$ cat config.mk
export PLATFORM = sky130hd
export DESIGN_NAME = crs_ready_irq
export DESIGN_NICKNAME = d
export VERILOG_FILES = /design/src/design/crs_ready_irq.v
export VERILOG_INCLUDE_DIRS = /design/src /design/src/pkg
export SDC_FILE = /design/constraint.sdc
export NUM_CORES = 1
export LEC_CHECK = 0
export BUFFER_PORTS_ARGS = -buffer_cell sky130_fd_sc_hd__buf_2
export CAP_MARGIN = 20
export CORE_ASPECT_RATIO = 1.1
export CORE_MARGIN = 1
export CORE_UTILIZATION = 35
export DETAILED_ROUTE_END_ITERATION = 8
export HOLD_SLACK_MARGIN = 0.03
export PLACE_DENSITY_LB_ADDON = 0.08
export SLEW_MARGIN = 20
export SYNTH_ARGS = -nofsm -noshare
export SYNTH_HDL_FRONTEND = slang
export SYNTH_SLANG_ARGS = --single-unit
$ cat constraint.sdc
create_clock -name sys_clk -period 5.6 [get_ports sys_clk]
set_clock_uncertainty 0.1 [all_clocks]
set_input_delay 1.68 -clock sys_clk [delete_from_list [all_inputs] [get_ports sys_clk]]
set_output_delay 1.68 -clock sys_clk [all_outputs]
set_load 0.05 [all_outputs]
$ cat src/pkg/crs_map.vh
`ifndef CRS_MAP_VH
`define CRS_MAP_VH

// clock period of sys_clk
`define CRS_CLK_PERIOD_NS 20

// internal power-up / reset processing time (least time)
`define CRS_INIT_TIME_NS 2000
`define CRS_INIT_CYCLES ((`CRS_INIT_TIME_NS + `CRS_CLK_PERIOD_NS - 1) / `CRS_CLK_PERIOD_NS)

// pulse-mode interrupt: low time and following high time (least times)
`define CRS_PULSE_LOW_NS 400
`define CRS_PULSE_LOW_CYCLES ((`CRS_PULSE_LOW_NS + `CRS_CLK_PERIOD_NS - 1) / `CRS_CLK_PERIOD_NS)
`define CRS_PULSE_GAP_NS 200
`define CRS_PULSE_GAP_CYCLES ((`CRS_PULSE_GAP_NS + `CRS_CLK_PERIOD_NS - 1) / `CRS_CLK_PERIOD_NS)

// counter width
`define CRS_CNT_W 16

// interrupt signalling mode bit, reset value level
`define CRS_MODE_LEVEL 1'b0
`define CRS_MODE_PULSE 1'b1

// state codes, one-hot
`define CRS_ST_INIT 3'h1
`define CRS_ST_HOLD 3'h2
`define CRS_ST_RUN 3'h4

`endif

$ cat src/design/crs_ready_irq.v
`timescale 1ns/1ns
`include "crs_map.vh"

module crs_ready_irq #(
	parameter integer INIT_CYCLES = `CRS_INIT_CYCLES,
	parameter integer PULSE_LOW_CYCLES = `CRS_PULSE_LOW_CYCLES,
	parameter integer PULSE_GAP_CYCLES = `CRS_PULSE_GAP_CYCLES
) (
	// clock and power-on reset
	input wire sys_clk,
	input wire reset,
	// card reset input from the host, active high
	input wire card_reset_in,
	// internal core status
	input wire core_busy,
	input wire io_configured,
	// interrupt sources
	input wire irq_event,
	input wire irq_pending,
	// host-written interrupt mode setting
	input wire mode_wr,
	input wire mode_pulse_wr_data,
	// status toward the core
	output wire init_done,
	output wire reset_ignored,
	output wire irq_mode_pulse,
	// shared ready/busy and interrupt request pin
	output wire card_interrupt_request_n
);

	localparam [2:0] ST_INIT = `CRS_ST_INIT;
	localparam [2:0] ST_HOLD = `CRS_ST_HOLD;
	localparam [2:0] ST_RUN = `CRS_ST_RUN;
	// end points worked out as integers, then cut to the counter width on purpose
	localparam integer INIT_LAST_I = INIT_CYCLES - 1;
	localparam integer LOW_LAST_I = PULSE_LOW_CYCLES - 1;
	localparam integer GAP_LAST_I = PULSE_GAP_CYCLES - 1;
	localparam [`CRS_CNT_W-1:0] INIT_LAST = INIT_LAST_I[`CRS_CNT_W-1:0];
	localparam [`CRS_CNT_W-1:0] LOW_LAST = LOW_LAST_I[`CRS_CNT_W-1:0];
	localparam [`CRS_CNT_W-1:0] GAP_LAST = GAP_LAST_I[`CRS_CNT_W-1:0];
	localparam [`CRS_CNT_W-1:0] CNT_ONE = {{(`CRS_CNT_W-1){1'b0}}, 1'b1};

	reg [2:0] state_q;
	reg [2:0] state_d;
	reg [`CRS_CNT_W-1:0] init_cnt_q;
	reg [`CRS_CNT_W-1:0] init_cnt_d;
	reg por_seen_q;
	reg rst_ign_q;
	reg rst_ign_d;
	reg mode_q;
	reg mode_d;
	reg pin_q;
	reg pin_d;

	// pulse generator
	reg pulse_low_q;
	reg pulse_low_d;
	reg pulse_gap_q;
	reg pulse_gap_d;
	reg [`CRS_CNT_W-1:0] pulse_cnt_q;
	reg [`CRS_CNT_W-1:0] pulse_cnt_d;
	reg pulse_req_q;
	reg pulse_req_d;

	wire rst_active;
	wire running;

	// a held-from-power-on reset does not count until it has been released once
	assign rst_active = card_reset_in && !rst_ign_d;
	assign running = (state_q == ST_RUN);

	// reset function enable and state sequencing
	always @* begin
		rst_ign_d = rst_ign_q;
		if (!por_seen_q) begin
			rst_ign_d = card_reset_in;
		end else if (!card_reset_in) begin
			rst_ign_d = 1'b0;
		end
		state_d = state_q;
		init_cnt_d = init_cnt_q;
		case (state_q)
			ST_INIT: begin
				if (rst_active) begin
					state_d = ST_HOLD;
					init_cnt_d = {`CRS_CNT_W{1'b0}};
				end else if (init_cnt_q >= INIT_LAST) begin
					// ignored reset lets power-up complete
					state_d = ST_RUN;
				end else begin
					init_cnt_d = init_cnt_q + CNT_ONE;
				end
			end
			ST_HOLD: begin
				init_cnt_d = {`CRS_CNT_W{1'b0}};
				if (!rst_active) begin
					state_d = ST_INIT;
				end
			end
			ST_RUN: begin
				if (rst_active) begin
					state_d = ST_HOLD;
					init_cnt_d = {`CRS_CNT_W{1'b0}};
				end
			end
			default: begin
				state_d = ST_INIT;
				init_cnt_d = {`CRS_CNT_W{1'b0}};
			end
		endcase
	end

	// interrupt mode setting; a card reset returns it to level
	always @* begin
		mode_d = mode_q;
		if (rst_active) begin
			mode_d = `CRS_MODE_LEVEL;
		end else if (mode_wr) begin
			mode_d = mode_pulse_wr_data;
		end
	end

	// pulse-mode generator: low phase then a high gap so each pulse has two edges.
	// events during a pulse or gap are remembered, not dropped; the set wins.
	always @* begin
		pulse_low_d = pulse_low_q;
		pulse_gap_d = pulse_gap_q;
		pulse_cnt_d = pulse_cnt_q;
		pulse_req_d = pulse_req_q;
		if (!running || !io_configured || mode_q != `CRS_MODE_PULSE) begin
			pulse_low_d = 1'b0;
			pulse_gap_d = 1'b0;
			pulse_cnt_d = {`CRS_CNT_W{1'b0}};
			pulse_req_d = 1'b0;
		end else begin
			if (pulse_low_q) begin
				if (pulse_cnt_q >= LOW_LAST) begin
					pulse_low_d = 1'b0;
					pulse_gap_d = 1'b1;
					pulse_cnt_d = {`CRS_CNT_W{1'b0}};
				end else begin
					pulse_cnt_d = pulse_cnt_q + CNT_ONE;
				end
			end else if (pulse_gap_q) begin
				if (pulse_cnt_q >= GAP_LAST) begin
					pulse_gap_d = 1'b0;
					pulse_cnt_d = {`CRS_CNT_W{1'b0}};
				end else begin
					pulse_cnt_d = pulse_cnt_q + CNT_ONE;
				end
			end else if (pulse_req_q || irq_event) begin
				pulse_low_d = 1'b1;
				pulse_cnt_d = {`CRS_CNT_W{1'b0}};
				pulse_req_d = 1'b0;
			end
			if (irq_event && (pulse_low_q || pulse_gap_q)) begin
				pulse_req_d = 1'b1;
			end
		end
	end

	// pin level
	// registered, so a change of mode cannot glitch the host's interrupt line
	always @* begin
		if (!running) begin
			pin_d = 1'b0;
		end else if (io_configured) begin
			if (mode_q == `CRS_MODE_PULSE) begin
				pin_d = !pulse_low_d;
			end else begin
				pin_d = !irq_pending;
			end
		end else begin
			// host must not touch the card while this shows low
			pin_d = !core_busy;
		end
	end

	always @(posedge sys_clk or posedge reset) begin
		if (reset) begin
			state_q <= ST_INIT;
			init_cnt_q <= {`CRS_CNT_W{1'b0}};
			por_seen_q <= 1'b0;
			rst_ign_q <= 1'b0;
			mode_q <= `CRS_MODE_LEVEL;
			pin_q <= 1'b0;
			pulse_low_q <= 1'b0;
			pulse_gap_q <= 1'b0;
			pulse_cnt_q <= {`CRS_CNT_W{1'b0}};
			pulse_req_q <= 1'b0;
		end else begin
			state_q <= state_d;
			init_cnt_q <= init_cnt_d;
			por_seen_q <= 1'b1;
			rst_ign_q <= rst_ign_d;
			mode_q <= mode_d;
			pin_q <= pin_d;
			pulse_low_q <= pulse_low_d;
			pulse_gap_q <= pulse_gap_d;
			pulse_cnt_q <= pulse_cnt_d;
			pulse_req_q <= pulse_req_d;
		end
	end

	assign init_done = running;
	assign reset_ignored = rst_ign_q;
	assign irq_mode_pulse = mode_q;
	assign card_interrupt_request_n = pin_q;

endmodule

# Word-level counts from Yosys, hierarchy flattened
# Index checks and enable logic that the tools add are counted.
# op_classes
addsub,2
n_lt_le_gt_ge,3
n_eq_ne,10
n_mux,37
bitwise,1
reduce_logical,18
# ops
op,count
16-bit two-way mux,9
"16-bit by 1-bit adder with 16-bit output, second input constant",2
16-bit case mux with 2 select lines,1
1-bit two-way mux,22
"16-bit by 4-bit greater-or-equal comparator with 1-bit output, second input constant",1
"16-bit by 5-bit greater-or-equal comparator with 1-bit output, second input constant",1
"16-bit by 7-bit greater-or-equal comparator with 1-bit output, second input constant",1
3-bit two-way mux,4
"3-bit by 1-bit != test with 1-bit output, second input constant",3
3-bit case mux with 3 select lines,1
1-bit logical NOT,6
"3-bit != test, second input constant",2
3-bit AND reduction,2
1-bit logical OR,4
"2-bit != test, second input constant",2
4-bit nonzero test,1
"3-bit by 1-bit == test with 1-bit output, second input constant",1
"3-bit by 2-bit == test with 1-bit output, second input constant",1
"3-bit == test, second input constant",1
3-bit nonzero test,1
1-bit logical AND,2
2-bit AND reduction,1
2-bit nonzero test,1
1-bit inverter,1
# totals
regBits,42
out_inout_bits,4
word_cells,81

# Logic depth before layout (Yosys ltp)
# logic_depth
word_depth,9
mapped_depth,6
mapped_depth_nobuf,6

# Worst setup path after synthesis
# Ideal clock, no wire load.
# synth_timing
path_type,input port to flip-flop
from,input port card_reset_in
to,register init_cnt_q[2]
t_arrival_ps,2833
path_slack_ps,2598
cell_stages,5
cell_sequence,and3b_1 > buf_2 > or3_4 > or4_1 > nand3_1
# synth_via
elab_chain_len,6
word_cells_on_any_way,9
cone_classes,eq/ne: 2; mux: 4; reduce/logical: 3
# synth_lines
item,line_no,rtl
from (decl),crs_ready_irq.v:13,"input wire card_reset_in,"
1-bit two-way mux,crs_ready_irq.v:77,end else if (!card_reset_in) begin
1-bit two-way mux,crs_ready_irq.v:75,if (!por_seen_q) begin
1-bit logical NOT,crs_ready_irq.v:69,assign rst_active = card_reset_in && !rst_ign_d;
1-bit logical AND *,crs_ready_irq.v:69,
16-bit two-way mux (tied with other cells),crs_ready_irq.v:84,if (rst_active) begin
16-bit case mux with 2 select lines or 2-bit AND reduction (tied branches),-,
to (signal assigned),crs_ready_irq.v:182,init_cnt_q <= {`CRS_CNT_W{1'b0}};
to (signal assigned),crs_ready_irq.v:193,init_cnt_q <= init_cnt_d;
to (decl),crs_ready_irq.v:45,reg [`CRS_CNT_W-1:0] init_cnt_q;
# Every way passes the cells marked *; elsewhere a longest branch is shown, timed or not.
# A chain may end at the register's enable or synchronous reset.

# Worst setup path after layout
# layout_timing
from,register state_q[1]
to,output port init_done
# layout_via
elab_chain_len,1
# layout_lines
item,line_no,rtl
from (decl),crs_ready_irq.v:43,reg [2:0] state_q;
from (signal assigned),crs_ready_irq.v:192,state_q <= state_d;
3-bit == test,crs_ready_irq.v:70,assign running = (state_q == ST_RUN);
to (decl),crs_ready_irq.v:24,"output wire init_done,"
# Every way passes these cells.

==> summary.txt <==
Status
  – Status: finished, final reports clean

Synth
  – Top-area cell type share of the netlist area: 51.0%
  – Number of enable flip-flop cells after synthesis: 0
  – Largest area contributor in the netlist: dfrtp_1
  – Syn. warnings: 0
  – Mapped cell area: 0.00201 mm^2
  – Seq/Total Area, Yosys: 52.3%
  – Most common flop cell mapped by yosys: dfrtp_1
  – Area contributors post-synth: dfrtp_1 (51%), and2_1 (5.6%), ha_1 (2.5%), nor4_1 (2.5%), nand2_1 (2.2%)
  – Syn_nets: 202
  – Async set or reset register ratio after synthesis: 100%
  – Synth unique cells: 55
  – Seq cells post-synth: 42
  – Syn avg cell area: 10.7 um^2
  – Syn Inst Count: 189

Global routing
  – Vias in the first global route: 1438
  – Gr ovfl total: 0
  – Antenna violations before repair: 0
  – Global-route wire length before repair: 6700 um
  – Largest net degree at the start of global routing: 43
  – Tot GR Track Use: 14.7%

STA
  – Setup_tns: 0 ps
  – RSZ-0062 raised after global routing: no
  – Max_slew headroom: 46.9%
  – Final period util: 59.5%
  – Final setup viols: 0
  – Pins over their slew limit: 0
  – Fmax: 300 MHz
  – Worst-Margin Slew: 792 ps
  – Final Hold Fails: 0
  – Crit path time final: 3330 ps

Placed design
  – Port bufs: 12
  – DP HPWL: 2760 um
  – GP Congestion: 0.739
  – Placed insts: 272

Power
  – Switching pwr: 149 uW
  – VDD IR max: 0.000126 V
  – Internal power: 425 uW
  – Pwr dens: 256 mW/mm^2
  – Comb pwr share: 9.4%
  – Leakage: 0.00106 uW
  – Seq pwr share: 57.1%
  – Clock power frac: 33.5%
  – Switch share: 26.0%

Detailed routing
  – Vias per Instance: 5.16
  – # DRC: 0
  – DR WL/cell: 13.8 um
  – Routed vias: 1444
  – M1 WL: 1730 um
  – Wire length on met2: 2020 um
  – Pre-Repair DR Iteration Count: 4
  – Top sig layer: met4
  – Met3 wire len: 73 um
  – Final wirelength: 3870 um
  – Iter 0 DRT Violations: 60
  – Routed Antenna Nets: 0

Clock network
  – CTS Sinks: 42
  – CTS resizes: 0
  – H-Tree Depth: 2
  – Clock Latency Late Sink: 290 ps
  – CTS max path bufs: 2
  – Hold_buf cts: 0
  – Clock Pin Slew Worst Setup and Hold Paths: 80 ps
  – Post-CTS Setup Repair Bufs: 0
  – Cts bufs inserted: 5
  – Clock Root Buffer: clkbuf_8
  – CTS tree: done

Layout
  – Fraction of layout cells with a size suffix above 1: 17.6%
  – Diodes inserted: 0
  – Post-route insts no fill: 280
  – Layout Utilization: 41.0%
  – Reg area: 0.00105 mm^2
  – Synthesis-to-layout area growth: 11.3%
  – Multi-input logic area: 902 um^2
  – Fin nets: 217
  – Fill cells: 550

Critical path
  – Startpoint Class: flop
  – Worst EP required: 3820 ps
  – WS Path Type: reg -> out
  – Critical path origin: state_q[1]
  – Reg2Reg Launch Point: init_cnt_q[0]
  – Worst setup EP type: output port
  – Arrival @ worst endpoint: 1550 ps
  – Worst Path Max Fanout: 5

Flow run
  – Maxcap violations: 0

Die
  – Core area: 0.00547 mm^2
  – Num ports: 13
  – Die Span X: 74.3 um
  – Row count: 28
  – Die Area: 0.00606 mm^2
  – Die height: 81.5 um
  – Initial Util: 36.8%

Hold path
  – Hold Path Origin: por_seen_q
  – Worst hold path class: reg -> reg
[placed cells by master, fill, tap and decap left out, drive strengths merged, types with 2 or more instances in the layout]
cell type,Yosys,final
clkbuf,1,5
and2,18,18
or4,2,2
nor2,12,12
a21boi,2,2
o211ai,2,2
clkinv,1,3
xnor2,2,2
nand2b,2,2
o31ai,2,2
nor3,8,8
a22o,4,4
nand2,12,12
or2,3,3
nand3,6,6
buf,4,13
ha,4,4
or3,4,4
nand4,3,3
a21oi,3,3
or3b,3,3
o22a,4,4
o21ai,7,7
inv,8,8
dfrtp,41,41
nor4,8,8
[worst max-delay path: stages, from the launching register on]
cell and delay [ps]:
dfrtp_1 450, or3b_4 440, clkinv_2 100, buf_2 270
[layout make-up]
class                      instances  share of cell area [%]
tap                               75                    4.19
clock inverter                     3                   0.949
inverter                           9                    1.56
clock buffer                       5                    3.07
multi-input combinational        133                    40.3
sequential                        42                    47.0
timing repair buffer              13                    3.02
[through the flow]
stage               hold WS [ps]  worst slack [ps]  power (uW)  area [um^2]
floorplan                    324              2600         372         2010
global placement             336              2100         387         2150
detailed placement           345              2400         390         2150
CTS                          355              2250         589         2240
global route                 389              2180         612         2240
finish                       348              2270         574         2240
[Yosys cell counts (3+ instances only)]
cell type,n
dfrtp_1,41
and2_1,18
nand2_1,12
nor2_1,11
inv_1,8
nor4_1,8
nor3_1,7
nand3_1,6
a22o_1,4
ha_1,4
o21ai_1,4
o22a_1,4
a21oi_1,3
nand4_1,3
o21ai_0,3
or2_2,3
[flip-flops by register name, summed over array words and instances, names as in the netlist]
register	count
irq_mode_pulse	1
pulse_gap_q	1
pulse_req_q	1
init_cnt_q	16
reset_ignored	1
por_seen_q	1
state_q	3
pulse_cnt_q	16
card_interrupt_request_n	1
pulse_low_q	1
[final timing paths]
kind	slack [ps]	cells after the start	endpoint
max	2270	3	init_done
min	350	1	reset_ignored
max reg2reg	3350	5	init_cnt_q[1]
min reg2reg	350	1	reset_ignored
max in group asynchronous	3610	3	state_q[0]
min in group asynchronous	1390	3	pulse_cnt_q[8]
[power groups by stage]
stage                     clock [uW]  sequential [uW]  combinational (uW)
final                            192              328                54.1
after CTS                        205              328                55.6
after global placement             0              333                54.0
after global routing             219              330                63.3
after detailed placement           0              334                55.7
after floorplan                    0              335                36.8
[per-layer routing]
metal,track usage [%],up-vias
met5,0,-
met4,5.09,0
met3,3.68,5
met2,25.6,8
met1,17.6,711
li1,-,720
[kinds of logic after synthesis]
family                   synth area share (%)
AND/OR/NAND/NOR                          26.3
XOR/XNOR                                0.870
flip-flops                               52.3
buffers and inverters                    3.17
other                                   0.186
AO/OA/AOI/OAI                            13.7
multiplexers                             1.06
adder cells (fa/ha/maj)                  2.49
(Power assumes the default switching activity.)
